--- config.mk ---
export PLATFORM = sky130hd
export DESIGN_NAME = status_and_memory_config_regs
export DESIGN_NICKNAME = d
export VERILOG_FILES = /design/src/verilog/status_mem_pkg.sv /design/src/verilog/sticky_flags.sv /design/src/verilog/timed_access_unlock.sv /design/src/verilog/status_and_memory_config_regs.sv
export VERILOG_INCLUDE_DIRS = /design/src /design/src/verilog
export SDC_FILE = /design/constraint.sdc
export NUM_CORES = 1
export LEC_CHECK = 0
export BUFFER_PORTS_ARGS = -buffer_cell sky130_fd_sc_hd__buf_4
export CELL_PAD_IN_SITES_DETAIL_PLACEMENT = 1
export CELL_PAD_IN_SITES_GLOBAL_PLACEMENT = 1
export CORE_UTILIZATION = 25
export CTS_CLUSTER_SIZE = 25
export DETAILED_ROUTE_END_ITERATION = 7
export PLACE_DENSITY_LB_ADDON = 0.1
export SLEW_MARGIN = 20
export SYNTH_ARGS = -nofsm -noshare
export SYNTH_HDL_FRONTEND = slang
export SYNTH_SLANG_ARGS = --single-unit
--- constraint.sdc ---
create_clock -name clk -period 1.56 [get_ports clk]
set_clock_uncertainty 0.1 [all_clocks]
set_input_delay 0.312 -clock clk [delete_from_list [all_inputs] [get_ports clk]]
set_output_delay 0.312 -clock clk [all_outputs]
set_load 0.01 [all_outputs]
--- src/verilog/status_mem_regs.svh ---
`ifndef STATUS_MEM_REGS_SVH
`define STATUS_MEM_REGS_SVH

// ==========================================================================
// register offsets
`define STATUS_OFFSET 8'hC5
`define MEMCFG_OFFSET 8'hC6
`define UNLOCK_KEY_OFFSET 8'hC7

// ==========================================================================
// status register field positions
`define ST_PF_BIT 7
`define ST_HP_BIT 6
`define ST_LP_BIT 5
`define ST_RSVD_BIT 4
`define ST_P1TX_BIT 3
`define ST_P1RX_BIT 2
`define ST_P0TX_BIT 1
`define ST_P0RX_BIT 0

// ==========================================================================
// memory configuration field positions and reset value
`define MC_MAP_HI_BIT 7
`define MC_MAP_LO_BIT 6
`define MC_CAN_BIT 5
`define MC_ONE_BIT 4
`define MC_MERGE_HI_BIT 3
`define MC_MERGE_LO_BIT 0
`define MEMCFG_RESET 8'h10
`define STATUS_RESET 7'h00

// ==========================================================================
// timed access keys and windows, in core clock cycles
`define UNLOCK_KEY_FIRST 8'hAA
`define UNLOCK_KEY_SECOND 8'h55
`define UNLOCK_ARM_CYCLES 2'h3
`define UNLOCK_OPEN_CYCLES 2'h3

// ==========================================================================
// address pages: sram by 4kB page, can buffers by 256-byte page
`define SRAM_PAGE_TOP 12'h00F
`define SRAM_PAGE_LOW 12'h000
`define SRAM_PAGE_EXT 12'h400
`define CAN0_PAGE_LOW 16'h00EE
`define CAN1_PAGE_LOW 16'h00EF
`define CAN0_PAGE_EXT 16'h4010
`define CAN1_PAGE_EXT 16'h4011

`endif

--- src/verilog/status_mem_pkg.sv ---
package status_mem_pkg;

    // placement of the on-chip sram
    typedef enum logic [1:0] {
        SRAM_DATA_TOP = 2'b00,
        SRAM_DATA_LOW = 2'b01,
        SRAM_DATA_EXT = 2'b10,
        SRAM_SHARED_EXT = 2'b11
    } sram_map_t;

    // timed access sequencer
    typedef enum logic [1:0] {
        LOCK_IDLE = 2'b00,
        LOCK_ARMED = 2'b01,
        LOCK_OPEN = 2'b10
    } unlock_state_t;

endpackage

--- src/verilog/sticky_flags.sv ---
module sticky_flags #(
    parameter int W = 7
) (
    input wire logic clk,
    input wire logic rst,
    input wire logic [W-1:0] set,
    input wire logic [W-1:0] clr,
    output logic [W-1:0] q
);

    // set wins over a clear in the same cycle
    always_ff @(posedge clk or posedge rst) begin
        if (rst) begin
            q <= '0;
        end else begin
            q <= (q & ~clr) | set;
        end
    end

endmodule

--- src/verilog/timed_access_unlock.sv ---
`include "status_mem_regs.svh"

module timed_access_unlock (
    input wire logic clk,
    input wire logic rst,
    input wire logic key_wr,
    input wire logic [7:0] key_wdata,
    output logic window_open
);
    import status_mem_pkg::*;

    unlock_state_t state_r;
    logic [1:0] cnt_r;

    // ======================================================================
    // key sequence: first key arms, second key within the arm time opens
    always_ff @(posedge clk or posedge rst) begin
        if (rst) begin
            state_r <= LOCK_IDLE;
            cnt_r <= 2'h0;
        end else if (key_wr && key_wdata == `UNLOCK_KEY_FIRST) begin
            state_r <= LOCK_ARMED;
            cnt_r <= `UNLOCK_ARM_CYCLES;
        end else if (key_wr && key_wdata == `UNLOCK_KEY_SECOND && state_r == LOCK_ARMED) begin
            state_r <= LOCK_OPEN;
            cnt_r <= `UNLOCK_OPEN_CYCLES;
        end else begin
            unique case (state_r)
                LOCK_IDLE: begin
                    cnt_r <= 2'h0;
                end
                LOCK_ARMED, LOCK_OPEN: begin
                    // a wrong key drops the arming; open windows just run out
                    if ((key_wr && state_r == LOCK_ARMED) || cnt_r == 2'h1) begin
                        state_r <= LOCK_IDLE;
                        cnt_r <= 2'h0;
                    end else begin
                        cnt_r <= cnt_r - 2'h1;
                    end
                end
                default: begin
                    state_r <= LOCK_IDLE;
                    cnt_r <= 2'h0;
                end
            endcase
        end
    end

    assign window_open = (state_r == LOCK_OPEN);

    chk_window_three_cycles: assert property (@(posedge clk) disable iff (rst)
        (key_wr && key_wdata == `UNLOCK_KEY_SECOND && state_r == LOCK_ARMED) |=> window_open [*3])
        else $error("timed access window shorter than three cycles");

    chk_window_closes: assert property (@(posedge clk) disable iff (rst)
        (key_wr && key_wdata == `UNLOCK_KEY_SECOND && state_r == LOCK_ARMED) ##1 (!key_wr) [*3]
        |=> !window_open)
        else $error("timed access window longer than three cycles");

endmodule

--- src/verilog/status_and_memory_config_regs.sv ---
`include "status_mem_regs.svh"

module status_and_memory_config_regs (
    input wire logic clk,
    input wire logic rst,
    // register port
    input wire logic [7:0] reg_addr,
    input wire logic [7:0] reg_wdata,
    input wire logic reg_wr,
    input wire logic reg_rd,
    output logic [7:0] reg_rdata,
    // interrupt service tracking
    input wire logic pf_isr_enter,
    input wire logic hp_isr_enter,
    input wire logic lp_isr_enter,
    input wire logic return_from_interrupt,
    // serial port activity
    input wire logic port0_tx_start,
    input wire logic port0_tx_done_flag,
    input wire logic port0_rx_start,
    input wire logic port0_rx_done_flag,
    input wire logic port1_tx_start,
    input wire logic port1_tx_done_flag,
    input wire logic port1_rx_start,
    input wire logic port1_rx_done_flag,
    // stack extension lockout
    input wire logic stack_extension_enable,
    output logic stack_ext_set_allowed,
    // memory map decode
    input wire logic [23:0] data_addr,
    input wire logic [23:0] code_addr,
    output status_mem_pkg::sram_map_t onchip_sram_map,
    output logic can_buffer_placement,
    output logic [3:0] merged_chip_enable_sel,
    output logic sram_data_hit,
    output logic sram_code_hit,
    output logic can0_hit,
    output logic can1_hit,
    // external strobe steering
    input wire logic [3:0] chip_enable_enabled,
    input wire logic [3:0] chip_enable_select,
    input wire logic external_data_move_rd,
    input wire logic external_code_rd,
    output logic program_store_strobe,
    output logic read_strobe,
    // status bits for the clock control logic
    output logic [2:0] in_service,
    output logic [3:0] serial_active,
    output logic serial_any_active
);
    import status_mem_pkg::*;

    logic [6:0] flag_set;
    logic [6:0] flag_clr;
    logic [6:0] flag_q;
    logic window_open;
    logic [7:0] memcfg_r;
    logic [7:0] memcfg_nxt;
    logic [7:0] reg_rdata_r;
    logic [1:0] map_req;
    logic memcfg_wr;
    logic key_wr;
    logic merged_hit;
    logic sram_data_hit_r;
    logic sram_code_hit_r;
    logic can0_hit_r;
    logic can1_hit_r;
    logic pss_r;
    logic rds_r;
    logic stack_ok_r;
    logic any_act_r;

    // ======================================================================
    // in-service and serial activity flags
    // a return clears only the highest level that is in service
    always_comb begin
        flag_set = {pf_isr_enter, hp_isr_enter, lp_isr_enter,
                    port1_tx_start, port1_rx_start, port0_tx_start, port0_rx_start};
        flag_clr[6] = return_from_interrupt;
        flag_clr[5] = return_from_interrupt & ~flag_q[6];
        flag_clr[4] = return_from_interrupt & ~flag_q[6] & ~flag_q[5];
        flag_clr[3] = port1_tx_done_flag;
        flag_clr[2] = port1_rx_done_flag;
        flag_clr[1] = port0_tx_done_flag;
        flag_clr[0] = port0_rx_done_flag;
    end

    sticky_flags #(
        .W(7)
    ) u_flags (
        .clk(clk),
        .rst(rst),
        .set(flag_set),
        .clr(flag_clr),
        .q(flag_q)
    );

    assign in_service = flag_q[6:4];
    assign serial_active = flag_q[3:0];

    // summary for the clock divider guard, which must hold off while set
    always_ff @(posedge clk or posedge rst) begin
        if (rst) begin
            any_act_r <= 1'b0;
        end else begin
            any_act_r <= |flag_set[3:0] | |(flag_q[3:0] & ~flag_clr[3:0]);
        end
    end

    assign serial_any_active = any_act_r;

    // ======================================================================
    // timed access key
    assign key_wr = reg_wr && reg_addr == `UNLOCK_KEY_OFFSET;

    timed_access_unlock u_unlock (
        .clk(clk),
        .rst(rst),
        .key_wr(key_wr),
        .key_wdata(reg_wdata),
        .window_open(window_open)
    );

    // ======================================================================
    // memory configuration register
    assign memcfg_wr = reg_wr && reg_addr == `MEMCFG_OFFSET;
    assign map_req = reg_wdata[`MC_MAP_HI_BIT:`MC_MAP_LO_BIT];

    // next value: protected write with sram map lockout
    always_comb begin
        memcfg_nxt = memcfg_r;
        if (memcfg_wr && window_open) begin
            memcfg_nxt = reg_wdata;
            if (map_req == SRAM_SHARED_EXT && stack_extension_enable) begin
                memcfg_nxt[`MC_MAP_HI_BIT:`MC_MAP_LO_BIT] = memcfg_r[`MC_MAP_HI_BIT:`MC_MAP_LO_BIT];
            end
        end
        memcfg_nxt[`MC_ONE_BIT] = 1'h1;
    end

    always_ff @(posedge clk or posedge rst) begin
        if (rst) begin
            memcfg_r <= `MEMCFG_RESET;
        end else begin
            memcfg_r <= memcfg_nxt;
        end
    end

    // stack extension may set only while the map is not shared
    always_ff @(posedge clk or posedge rst) begin
        if (rst) begin
            stack_ok_r <= 1'h1;
        end else begin
            stack_ok_r <= memcfg_nxt[`MC_MAP_HI_BIT:`MC_MAP_LO_BIT] != SRAM_SHARED_EXT;
        end
    end

    assign stack_ext_set_allowed = stack_ok_r;
    assign onchip_sram_map = sram_map_t'(memcfg_r[`MC_MAP_HI_BIT:`MC_MAP_LO_BIT]);
    assign can_buffer_placement = memcfg_r[`MC_CAN_BIT];
    assign merged_chip_enable_sel = memcfg_r[`MC_MERGE_HI_BIT:`MC_MERGE_LO_BIT];

    // ======================================================================
    // read port: data one cycle after the strobe, zero otherwise
    always_ff @(posedge clk or posedge rst) begin
        if (rst) begin
            reg_rdata_r <= 8'h00;
        end else if (reg_rd) begin
            unique case (reg_addr)
                `STATUS_OFFSET: reg_rdata_r <= {flag_q[6:4], 1'h0, flag_q[3:0]};
                `MEMCFG_OFFSET: reg_rdata_r <= memcfg_r;
                default: reg_rdata_r <= 8'h00; // key register and unmapped
            endcase
        end else begin
            reg_rdata_r <= 8'h00;
        end
    end

    assign reg_rdata = reg_rdata_r;

    // ======================================================================
    // address decode of sram and can buffers
    always_ff @(posedge clk or posedge rst) begin
        if (rst) begin
            sram_data_hit_r <= 1'b0;
            sram_code_hit_r <= 1'b0;
        end else begin
            unique case (onchip_sram_map)
                SRAM_DATA_TOP: sram_data_hit_r <= data_addr[23:12] == `SRAM_PAGE_TOP;
                SRAM_DATA_LOW: sram_data_hit_r <= data_addr[23:12] == `SRAM_PAGE_LOW;
                SRAM_DATA_EXT, SRAM_SHARED_EXT: sram_data_hit_r <= data_addr[23:12] == `SRAM_PAGE_EXT;
            endcase
            sram_code_hit_r <= onchip_sram_map == SRAM_SHARED_EXT && code_addr[23:12] == `SRAM_PAGE_EXT;
        end
    end

    always_ff @(posedge clk or posedge rst) begin
        if (rst) begin
            can0_hit_r <= 1'b0;
            can1_hit_r <= 1'b0;
        end else if (can_buffer_placement) begin
            can0_hit_r <= data_addr[23:8] == `CAN0_PAGE_EXT;
            can1_hit_r <= data_addr[23:8] == `CAN1_PAGE_EXT;
        end else begin
            can0_hit_r <= data_addr[23:8] == `CAN0_PAGE_LOW;
            can1_hit_r <= data_addr[23:8] == `CAN1_PAGE_LOW;
        end
    end

    assign sram_data_hit = sram_data_hit_r;
    assign sram_code_hit = sram_code_hit_r;
    assign can0_hit = can0_hit_r;
    assign can1_hit = can1_hit_r;

    // ======================================================================
    // external strobe steering for merged chip enables
    assign merged_hit = |(chip_enable_select & chip_enable_enabled & merged_chip_enable_sel);

    always_ff @(posedge clk or posedge rst) begin
        if (rst) begin
            pss_r <= 1'b0;
            rds_r <= 1'b0;
        end else begin
            pss_r <= external_code_rd | (external_data_move_rd & merged_hit);
            rds_r <= external_data_move_rd & ~merged_hit;
        end
    end

    assign program_store_strobe = pss_r;
    assign read_strobe = rds_r;

    // ======================================================================
    // checks
    chk_locked_write_ignored: assert property (@(posedge clk) disable iff (rst)
        (memcfg_wr && !window_open) |=> memcfg_r == $past(memcfg_r))
        else $error("memory config changed outside timed window");

    chk_open_write_taken: assert property (@(posedge clk) disable iff (rst)
        (memcfg_wr && window_open && map_req != SRAM_SHARED_EXT)
        |=> memcfg_r == ($past(reg_wdata) | `MEMCFG_RESET))
        else $error("timed write to memory config not taken");

    chk_shared_map_lockout: assert property (@(posedge clk) disable iff (rst)
        (memcfg_wr && window_open && map_req == SRAM_SHARED_EXT && stack_extension_enable)
        |=> onchip_sram_map == $past(onchip_sram_map) ##1 !stack_ext_set_allowed || $past(onchip_sram_map, 2) != SRAM_SHARED_EXT)
        else $error("shared sram map taken while stack extension set");

    chk_bit4_reads_one: assert property (@(posedge clk) disable iff (rst)
        (reg_rd && reg_addr == `MEMCFG_OFFSET) |=> reg_rdata[`MC_ONE_BIT] && reg_rdata == memcfg_r)
        else $error("memory config read back wrong");

    chk_nested_return: assert property (@(posedge clk) disable iff (rst)
        (flag_q[6] && flag_q[5] && return_from_interrupt && !pf_isr_enter)
        |=> !in_service[2] && in_service[1])
        else $error("return did not clear only the highest level");

    chk_low_return: assert property (@(posedge clk) disable iff (rst)
        (flag_q[6:4] == 3'b001 && return_from_interrupt && !lp_isr_enter) |=> in_service == 3'b000)
        else $error("low level not cleared by return");

    chk_tx_done_clears: assert property (@(posedge clk) disable iff (rst)
        (port1_tx_done_flag && !port1_tx_start) |=> !serial_active[3])
        else $error("port 1 transmit activity not cleared");

    chk_rx_done_clears: assert property (@(posedge clk) disable iff (rst)
        (port1_rx_done_flag && !port1_rx_start) |=> !serial_active[2])
        else $error("port 1 receive activity not cleared");

    chk_p0_tx_clears: assert property (@(posedge clk) disable iff (rst)
        (port0_tx_done_flag && !port0_tx_start) |=> !serial_active[1])
        else $error("port 0 transmit activity not cleared");

    chk_pf_return_clears: assert property (@(posedge clk) disable iff (rst)
        (in_service[2] && return_from_interrupt && !pf_isr_enter) |=> !in_service[2])
        else $error("power-fail level not cleared by return");

    chk_start_beats_done: assert property (@(posedge clk) disable iff (rst)
        (port0_rx_start && port0_rx_done_flag) |=> serial_active[0] && serial_any_active)
        else $error("receive start lost against done");

    chk_merged_strobe: assert property (@(posedge clk) disable iff (rst)
        (external_data_move_rd && merged_hit) |=> program_store_strobe && !read_strobe)
        else $error("merged data read used the read strobe");

    chk_unenabled_ce: assert property (@(posedge clk) disable iff (rst)
        (external_data_move_rd && (chip_enable_select & chip_enable_enabled) == 4'h0) |=> read_strobe)
        else $error("merge bit acted on a disabled chip enable");

    chk_can_low_decode: assert property (@(posedge clk) disable iff (rst)
        (!can_buffer_placement && data_addr[23:8] == `CAN1_PAGE_LOW) |=> can1_hit && !can0_hit)
        else $error("can block 1 low decode missed");

    chk_status_write_ignored: assert property (@(posedge clk) disable iff (rst)
        (reg_wr && reg_addr == `STATUS_OFFSET && flag_set == 7'h00 && flag_clr == 7'h00)
        |=> {in_service, serial_active} == $past({in_service, serial_active}))
        else $error("status write changed status");

endmodule

==> impl_results.md, run 1 <==
* Violated checks: negative setup slack
* Tmin final at about 1700 ps
* Vias in the first global route at ~1700
* Finished Layout Cells at 337
* HP Start: data_addr[8]
* Worst Hold Slack at approximately 80 ps
* Leak at 1.40 nW
* Relative slew slack at between 70% and 80%
* Row cnt at 28
* Worst r2r src: u_unlock.state_r[0]$_DFFE_PP0P_
* Fin worst setup slack at -102 ps
* Seq/Total Area, Yosys at 53.5%
* Synth unique cells at 37
* EDFF count, synth at 0
* IO buf count at 100
* Placeable Area at 6030 sq um
* Status: finished with violations
* First-pass GRT wire length at between 8 and 9 mm
* Total grt overflow at 0
* CTS Buf Count at 5
* Drt total wl at approximately 5 mm
* Max clock buf depth at 2
* Final hold violations at 0
* Root Driver: clkbuf_8
* VDD IR max at 0.400 mV
* Top Ports at about 120
* Share of cells above drive strength 1 at between 50 and 60%
* Drt pass-1 iters at 3
* Max frequency at around 0.6 GHz
* Yosys warning count at 0
* CP Class: reg -> reg
* Final worst path period share at 107%
* Post-layout utilization of the core at a little under half
* Post-detail-place hpwl at just over 4 mm
* Filler instances at 691
* Post-DP Area at 2550 sq um
* Asr flop ratio synth at 100%
* Final instance area at ~2800 sq um
* Vias post-DR at between 1500 and 2000
* DR vias/cell at around 4.7
* RSZ-0062 raised after global routing: yes
* Dpl ws at -122 ps
* Multi-input logic area at around 760 sq um
* Final Max Tran Viols at 0
* Drt drc at 0
* Final setup fails at 11
* Die height at around 82 um
* Antenna Violating Nets Remaining at 0
* Final net count at ~360
* Power Total at between 1.5 and 2 mW
* Die ar. at between 6000 and 7000 sq um
* Worst setup EP type: flip-flop
* Worst slew pin tran at approximately 400 ps
* CP startpoint kind: flip-flop
* Clock latency on the worst-skew pair at approximately 280 ps
* Syn Nets at around 240
* Initial antenna violation count at 0
* Gate Count Post-Synth at between 100 and 150
* Hold Path Depth at 2
* DRC marker count from the first detailed-route iteration at 26
* Max-Cap Viols at 0
* CTS Sinks at 34
* CTS tree: built
* ANT cells at 0
* Largest net degree at the start of global routing at 35
* Reg area at 852 sq um
* Global Route Usage Sum at 16.1%
* Final setup TNS at -767 ps
* Synth Cell Area at 1590 sq um
* CP max FO at 2
* Die W at approximately 80 um
* Initial Util at 26.4%
* Worst EP arrival at approximately 1800 ps
* DR WL/cell at about 15 um
* Setup crit start: u_unlock.state_r[0]$_DFFE_PP0P_
* GPL Wtd Cong at 0.747
* CTS clk-pin slew, worst paths at approximately 70 ps
* Critical Path RT at around 1700 ps
* Pwr Density at ~710 nW/um^2
* Main flop type after synthesis: dfrtp_1
* Tightest Hold Check Type: in -> reg
* Worst-case reg-to-reg path depth at 7
* Inst Count DP at approximately 330
* Area grow syn2layout at 73.1%
* Synthesized area per cell at between 10 and 15 sq um
* # H-tree levels at 2
* Number of synthesized register bits at 34
## state kept, by name, indices dropped and copies added, names as in the netlist
name                   cells
u_flags.q                  7
u_unlock.state_r           2
sram_data_hit              1
can1_hit                   1
read_strobe                1
memcfg_r                   7
reg_rdata                  8
serial_any_active          1
program_store_strobe       1
sram_code_hit              1
stack_ext_set_allowed      1
can0_hit                   1
u_unlock.cnt_r             2
## cell families after synthesis
logic type | count (synthesis) | synth area share (%)
AO/OA/AOI/OAI | 30 | 13.7
XOR/XNOR | 1 | 0.550
adder cells (fa/ha/maj) | 4 | 3.14
buffers and inverters | 18 | 4.48
flip-flops | 34 | 53.5
multiplexers | 6 | 4.16
AND/OR/NAND/NOR | 51 | 20.5
## power by group
group / internal (mW) / total (mW) / switching (mW)
sequential: 0.896 / 0.908 / 0.0119
clock: 0.478 / 0.781 / 0.303
combinational: 0.162 / 0.257 / 0.0948
total: 1.54 / 1.95 / 0.410
## layout by cell type (no fill, tap or decap), drive strengths merged, types with 5 or more instances in the layout
cell type / instances
buf: 112
dfrtp: 33
inv: 15
nor2: 8
a22o: 7
a21o: 7
clkbuf: 7
nand2: 6
a21oi: 6
and4b: 5
mux2: 5
## final timing paths
path | to | slack, ps
worst max register to register | u_unlock.state_r[1]$_DFFE_PP0P_ | -100
min in group asynchronous | memcfg_r[0]$_DFFE_PP0N_ | 540
worst max-delay path | u_unlock.state_r[1]$_DFFE_PP0P_ | -100
worst min-delay path | can0_hit$_DFF_PP0_ | 80
max in group asynchronous | stack_ext_set_allowed$_DFF_PP1_ | 580
worst min register to register | reg_rdata[1]$_DFF_PP0_ | 430
## synthesized netlist by cell type (3+ instances only)
cell type  count  area, sq um
dfrtp_1       33          826
or4_1          3         22.5
nand2_1        6         22.5
and4b_1        5         50.1
inv_1         15         56.3
nor2_1         8         30.0
nand3_1        4         20.0
buf_2          3         15.0
and3_1         3         18.8
nand2b_1       3         18.8
mux2_1         5         56.3
a22o_1         7         61.3
a21oi_1        6         30.0
ha_1           4         50.1
nor4bb_1       3         30.0
nor3_1         4         20.0
a21o_1         7         52.6
## cell type report
cell class	count	share of cell area (%)
inverters	15	2.04
repair buffers	113	32.4
well taps	75	3.40
clock buffers	7	2.77
clock inverters	1	1.09
multi-input cells	92	27.5
flip-flops and latches	34	30.9
## worst max-delay path: stages, from the launching register on
cell and delay (ps):
dfrtp_1 390, buf_4 150, ha_4 140, and4_4 150
a311oi_4 320, buf_4 160, o21ai_1 60, a21oi_2 120
## metal layers
metal | GRT usage (%) | part of all wire, % | vias to the layer above
met1 | 17.9 | 40 | 789
met5 | 0 | 0 | -
met3 | 3.33 | 3.7 | 7
met2 | 30.1 | 55 | 37
met4 | 5.26 | 0.94 | 0
li1 | - | - | 758
## timing repair
item	4_1_cts	5_1_grt
hold endpoints to repair	33	0
pin swaps	2	4
setup buffers	2	0
endpoints found under the setup margin	11	14
hold buffers	1	0
gates resized for setup	6	13
No activity file was read; power rests on OpenSTA's default activity.
==> run 2, diff against run 1 <==
--- a/config.mk
+++ b/config.mk
@@ -9,11 +9,12 @@
 export BUFFER_PORTS_ARGS = -buffer_cell sky130_fd_sc_hd__buf_4
 export CELL_PAD_IN_SITES_DETAIL_PLACEMENT = 1
 export CELL_PAD_IN_SITES_GLOBAL_PLACEMENT = 1
-export CORE_UTILIZATION = 25
+export CORE_UTILIZATION = 26
 export CTS_CLUSTER_SIZE = 25
 export DETAILED_ROUTE_END_ITERATION = 7
 export PLACE_DENSITY_LB_ADDON = 0.1
 export SLEW_MARGIN = 20
 export SYNTH_ARGS = -nofsm -noshare
 export SYNTH_HDL_FRONTEND = slang
+export SYNTH_HIERARCHICAL = 1
 export SYNTH_SLANG_ARGS = --single-unit
==> run 2 against run 1 <==
  * The flow now finishes without violations
  * Non-clock buffer count down 5
  * Hold slack better by 30 ps
  * Via count up 1.7%
  * Synthesized area up 4.9%
  * Power down 4.9%
  * Critical endpoint is now u_unlock/state_r[1]$_DFFE_PP0P_
  * Combinational power up 6%
  * Largest cell class is now registers
  * Register-to-register slack better by 200 ps
  * Sequential cell count unchanged
  * Largest power group unchanged
  * Final cell count up 2.1%
  * Die area up 0.88%
  * First-iteration DRC count up 62%
==> impl_results.md, run 2 <==
* EDFF count, synth at 0 (unchanged)
* DR WL/cell at 15.0 um (+0.50%)
* Final hold violations at 0 (unchanged)
* Status: finished clean
* CTS Sinks at 34 (unchanged)
* ANT cells at 0 (unchanged)
* Cell with the most instances after synthesis: dfrtp_1
* Main flop type after synthesis: dfrtp_1
* Dpl ws at -238 ps (-116 ps)
* Leak at 1.39 nW (-0.66%)
* GPL Wtd Cong at 0.736 (-1.5%)
* Critical Path RT at 1630 ps (-40 ps)
* DRC marker count from the first detailed-route iteration at 42 (+62%)
* Worst EP arrival at 1560 ps (-210 ps)
* Root Driver: clkbuf_8
* Top-area cell type share of the netlist area at 49.4% (-2.4 points)
* Final net count at 363 (+2.0%)
* IO buf count at 100 (unchanged)
* Post-layout utilization of the core at 43.7% (-2.0 points)
* Multi-input logic area at 726 sq um (-4.1%)
* Max frequency at 0.670 GHz (+11%)
* Global Route Usage Sum at 16.5% (+0.45 points)
* Die ar. at 6750 sq um (+0.88%)
* CP max FO at 4 (+2)
* Top Ports at 121 (unchanged)
* Reg area at 852 sq um (unchanged)
* Clock latency on the worst-skew pair at 280 ps (about the same)
* Row cnt at 28 (unchanged)
* CP cell instances: buf_4 -> nor4b_4 -> and4_4 -> and4b_1 -> nand4b_1 -> a21boi_1
* DR vias/cell at 4.70 (-0.37%)
* Commonest non-fill, non-tap cell in the layout: buf_4
* Placeable Area at 6060 sq um (+0.58%)
* Drt pass-1 iters at 4 (+1)
* Syn Nets at 251 (+5.0%)
* Die height at 82.2 um (+0.44%)
* Drt total wl at 5.15 mm (+2.6%)
* Max clock buf depth at 2 (unchanged)
* Worst path slowest cell: nor4b_4
* Top cells by count, synth: dfrtp_1 (33), inv_1 (20), nand2_1 (10), nor2_1 (10), a21o_1 (8)
* Vias in the first global route at 1760 (+1.4%)
* Postcts setup bufs at 0 (-2)
* VDD IR max at 0.389 mV (-2.5%)
* Max reg flops at 8 (unchanged)
* Worst Hold Slack at 108 ps (+29.9 ps)
* RSZ-0062 raised after global routing: no
* Worst setup EP type: flip-flop
* Die W at 82.2 um (+0.44%)
* Most frequent cells in the layout: buf_4 (107), dfrtp_1 (33), inv_1 (20), nand2_1 (10), nor2_1 (10)
* Final worst path period share at 95.6% (-11 points)
* Inst Count DP at 335 (+2.8%)
* Pwr Density at 698 nW/um^2 (-1.1%)
* Initial Util at 27.6% (+1.1 points)
* GR Layer Usage met3 at 4.51% (+1.2 points)
* Post-CTS resize count at 0 (-6)
* Synthesized area per cell at 10.7 sq um (-3.1%)
* Post-detail-place hpwl at 4.36 mm (+7.5%)
* Area contributors post-synth: dfrtp_1 (49%), inv_1 (4.5%), a21o_1 (3.6%)
* Seq/Total Area, Yosys at 51.0% (-2.5 points)
* Area grow syn2layout at 58.6%
* CP Class: in -> reg
* Final Max Tran Viols at 0 (unchanged)
* Yosys warning count at 6 (+6)
* Tmin final at 1490 ps (-170 ps)
* Tightest Hold Check Type: in -> reg
* Synth unique cells at 41 (+11%)
* Drt drc at 0 (unchanged)
* Worst slew pin tran at 303 ps (-98.8 ps)
* Fin worst setup slack at 68.5 ps (+170 ps)
* Total grt overflow at 0 (unchanged)
* Filler instances at 713 (+3.2%)
* Final setup TNS at 0 ps (+767 ps)
* Cts hold-fix bufs at 1 (unchanged)
* Gate Count Post-Synth at 156 (+8.3%)
* Final instance area at 2650 sq um (-3.9%)
* Post-DP Area at 2550 sq um (unchanged)
* Number of synthesized register bits at 34 (unchanged)
* Met1 usage at 19.4% (+1.5 points)
* Area leader, netlist: dfrtp_1
* CTS clk-pin slew, worst paths at 70 ps (about the same)
* Max-Cap Viols at 0 (unchanged)
* Asr flop ratio synth at 100% (unchanged)
* M2 GR Usage at 29.0% (-1.1 points)
* First-pass GRT wire length at 8.19 mm (+1.5%)
* # H-tree levels at 2 (unchanged)
* Initial antenna violation count at 0 (unchanged)
* Antenna Violating Nets Remaining at 0 (unchanged)
* CP startpoint kind: input pin
* Power Total at 1.85 mW (-4.9%)
* CTS Buf Count at 5 (unchanged)
* CTS tree: built
* CP max stage delay at 320 ps (-70 ps)
* Final setup fails at 0 (-11)
* Top Usage Layer GRT: met2
* Relative slew slack at 79.6% (+6.5 points)
* Finished Layout Cells at 344 (+2.1%)
* Largest net degree at the start of global routing at 14 (-60%)
* Share of cells above drive strength 1 at 48.0% (-4.3 points)
* Synth Cell Area at 1670 sq um (+4.9%)
* Vias post-DR at 1618 (+1.7%)
[run 2: cell count changes after synthesis, moves of 3 or more]
cell,change
a22o_1,-7
a22oi_1,+6
inv_1,+5
mux2_1,-5
nor4_1,+5
mux2_4,+4
nand2_1,+4
a21oi_1,-3
and4b_1,-3
nor2b_1,+3
nor4bb_1,-3
[run 2: final cells by class]
class                           count  share of cell area, %
Clock buffer                        7                   3.26
Clock inverter                      1                  0.189
Inverter                           20                   2.83
Multi-Input combinational cell     99                   27.4
Sequential cell                    34                   32.1
Tap cell                           75                   3.54
Timing Repair Buffer              108                   30.7
[run 2: worst max-delay path: cells and delay by family]
kind            cells  cell delay, ps
compound gates      1             180
buf+inv             1             120
simple gates        4             940
[run 2: routing by layer]
metal  wire length (um)  part of all wire (%)
met1               2160                    42
met2               2590                    50
met3                353                   6.9
met4                 46                  0.89
met5                  0                     0
[run 2: cells by family after synthesis]
group                      Yosys count  share of synthesized area [%]
muxes                                5                           4.27
AOI/OAI and AO/OA                   31                           13.6
xor gates and xnor gates             1                          0.524
DFF                                 34                           51.0
and+or+nand+nor                     58                           21.9
buffers and inverters               23                           5.69
adders and majority gates            4                           2.99
[run 2: path summary, 6_finish.rpt]
path	from	slack [ps]	depth (start not counted)	endpoint
hold reg to reg	u_flags/q[5]$_DFF_PP0_	450	1	u_flags/q[5]$_DFF_PP0_
min in group asynchronous	rst	380	3	u_unlock/state_r[1]$_DFFE_PP0P_
setup reg to reg	u_unlock/state_r[0]$_DFFE_PP0P_	100	5	memcfg_r[3]$_DFFE_PP0N_
max in group asynchronous	rst	620	4	stack_ext_set_allowed$_DFF_PP1_
hold / removal	pf_isr_enter	110	2	u_flags/q[6]$_DFF_PP0_
setup / recovery	reg_addr[3]	70	6	u_unlock/state_r[1]$_DFFE_PP0P_
[run 2: power by group]
part / total [mW] / switching [mW] / internal (mW)
clock network: 0.668 / 0.312 / 0.356
registers: 0.910 / 0.0141 / 0.896
logic: 0.272 / 0.105 / 0.167
==> run 3, diff against run 2 <==
--- a/config.mk
+++ b/config.mk
@@ -7,12 +7,10 @@
 export NUM_CORES = 1
 export LEC_CHECK = 0
 export BUFFER_PORTS_ARGS = -buffer_cell sky130_fd_sc_hd__buf_4
-export CELL_PAD_IN_SITES_DETAIL_PLACEMENT = 1
-export CELL_PAD_IN_SITES_GLOBAL_PLACEMENT = 1
-export CORE_UTILIZATION = 26
+export CORE_UTILIZATION = 36
 export CTS_CLUSTER_SIZE = 25
 export DETAILED_ROUTE_END_ITERATION = 7
-export PLACE_DENSITY_LB_ADDON = 0.1
+export PLACE_DENSITY = 0.75
 export SLEW_MARGIN = 20
 export SYNTH_ARGS = -nofsm -noshare
 export SYNTH_HDL_FRONTEND = slang
==> run 3 against run 2 <==
  * Setup slack improved by 19 ps
  * Non-clock buffer count increased by 1
  * Count of clock-buffer cells in the layout decreased by 2
  * Sequential share of layout area decreased by 0.30 points
  * Critical path type unchanged
  * Largest cell class unchanged
  * Largest power group is now clock
==> impl_results.md, run 3 (synthesized netlist as in run 2, its figures left out) <==
* Tmin final at 1470 ps (-19.5 ps)
* DR WL/cell at 13.3 um (-11%)
* Die height at 70.1 um (-15%)
* Tightest Hold Check Type: in -> reg
* Post-detail-place hpwl at 3.41 mm (-22%)
* Total grt overflow at 0 (unchanged)
* GPL Wtd Cong at 0.876 (+19%)
* Area grow syn2layout at 60.1%
* CP Class: in -> reg
* Root Driver: clkbuf_8
* Final hold violations at 0 (unchanged)
* Placeable Area at 4410 sq um (-27%)
* CP max FO at 3 (-1)
* Dpl ws at -289 ps (-51.4 ps)
* CTS clk-pin slew, worst paths at 70 ps (about the same)
* Commonest non-fill, non-tap cell in the layout: buf_4
* RSZ-0062 raised after global routing: yes
* VDD IR max at 0.527 mV (+35%)
* Clock share of power at 45.2% (+9.1 points)
* Die W at 70.1 um (-15%)
* Vias post-DR at 1589 (-1.8%)
* Drt drc at 0 (unchanged)
* Share of cells above drive strength 1 at 48.5% (+0.56 points)
* Final Max Tran Viols at 0 (unchanged)
* Drt total wl at 4.28 mm (-17%)
* IO buf count at 100 (unchanged)
* CTS tree: built
* Antenna Violating Nets Remaining at 0 (unchanged)
* Max clock buf depth at 2 (unchanged)
* Post-CTS resize count at 0 (unchanged)
* Max reg flops at 8 (unchanged)
* # H-tree levels at 2 (unchanged)
* Pwr Density at 801 nW/um^2 (+15%)
* Initial antenna violation count at 0 (unchanged)
* Filler instances at 377 (-47%)
* Psw at 441 uW (+2.3%)
* Combinational share of power at 12.3% (-2.4 points)
* First-pass GRT wire length at 7.04 mm (-14%)
* Worst Hold Slack at 96.9 ps (-11.0 ps)
* Post-layout utilization of the core at 60.6% (+17 points)
* Final instance area at 2680 sq um (+0.94%)
* Top Ports at 121 (unchanged)
* Row cnt at 24 (-14%)
* Die ar. at 4920 sq um (-27%)
* Max-Cap Viols at 0 (unchanged)
* Worst EP arrival at 1600 ps (+40 ps)
* Max frequency at 0.679 GHz (+1.3%)
* Worst setup EP type: flip-flop
* CTS Buf Count at 5 (unchanged)
* Inst Count DP at 312 (-6.9%)
* Drt pass-1 iters at 4 (unchanged)
* DR vias/cell at 4.93 (+4.9%)
* Sw Ratio at 20.6% (-2.7 points)
* Final setup TNS at 0 ps (unchanged)
* Final net count at 364 (+0.28%)
* Vias in the first global route at 1542 (-12%)
* Initial Util at 37.9% (+10 points)
* Sequential fraction of design power at 42.5% (-6.7 points)
* Fin worst setup slack at 88.0 ps (+19.5 ps)
* Pint at 1.70 mW (+20%)
* CTS Sinks at 34 (unchanged)
* Most frequent cells in the layout: buf_4 (108), dfrtp_1 (33), inv_1 (20), nand2_1 (10), nor2_1 (10)
* Final setup fails at 0 (unchanged)
* DRC marker count from the first detailed-route iteration at 70 (+67%)
* Largest net degree at the start of global routing at 15 (+1)
* Finished Layout Cells at 322 (-6.4%)
* Status: finished clean
* CP startpoint kind: input pin
* Final worst path period share at 94.4% (-1.2 points)
* Global Route Usage Sum at 18.3% (+1.8 points)
* Power Total at 2.14 mW (+16%)
* ANT cells at 0 (unchanged)
* Clock latency on the worst-skew pair at 280 ps (about the same)
* Critical Path RT at 1680 ps (+50 ps)
* Relative slew slack at 75.2% (-4.4 points)
* Leak at 1.42 nW (+1.8%)
* Worst slew pin tran at 371 ps (+68.6 ps)
* Post-DP Area at 2520 sq um (-1.1%)
[run 3: final timing paths]
path | start | to | slack, ps | cells after the start
max | reg_addr[3] | u_unlock/cnt_r[0]$_DFF_PP0_ | 90 | 7
min | data_addr[8] | can0_hit$_DFF_PP0_ | 100 | 2
max reg2reg | u_unlock/state_r[0]$_DFFE_PP0P_ | memcfg_r[3]$_DFFE_PP0N_ | 110 | 5
min reg2reg | u_flags/q[4]$_DFF_PP0_ | u_flags/q[4]$_DFF_PP0_ | 430 | 1
max in group asynchronous | rst | memcfg_r[1]$_DFFE_PP0N_ | 380 | 4
min in group asynchronous | rst | u_unlock/state_r[1]$_DFFE_PP0P_ | 370 | 3
[run 3: power groups by stage]
stage | clock network (mW) | registers (mW) | logic, mW
2_1_floorplan | 0 | 0.930 | 0.0660
3_3_place_gp | 0 | 0.927 | 0.261
3_5_place_dp | 0 | 0.927 | 0.265
4_1_cts | 0.987 | 0.910 | 0.268
5_1_grt | 1.01 | 0.912 | 0.290
6_report | 0.968 | 0.910 | 0.264
[run 3: layer usage]
layer | wire (um) | GRT usage (%) | vias up
li1 | - | - | 787
met4 | 85 | 7.11 | 0
met5 | 0 | 0 | -
met2 | 2050 | 31.0 | 69
met3 | 345 | 5.77 | 8
met1 | 1800 | 21.6 | 725
[run 3: critical path: stages]
cell	delay, ps
buf_4	120
nor4b_4	330
and4_4	270
and4b_1	190
nand4b_1	150
buf_4	180
nand3_1	50
[run 3: cell type report]
| type | instances | area, sq um | area share, % |
|---|---|---|---|
| Clock buffer | 5 | 68.8 | 2.57 |
| Clock inverter | 3 | 68.8 | 2.57 |
| Inverter | 20 | 75.1 | 2.81 |
| Multi-Input combinational cell | 99 | 726 | 27.1 |
| Sequential cell | 34 | 852 | 31.8 |
| Tap cell | 52 | 65.1 | 2.43 |
| Timing Repair Buffer | 109 | 821 | 30.7 |
[run 3: repair_timing]
item	4_1_cts	5_1_grt
hold buffers	1	0
endpoints found under the setup margin	0	1
buffers inserted	0	1
endpoints found under the hold margin	19	0
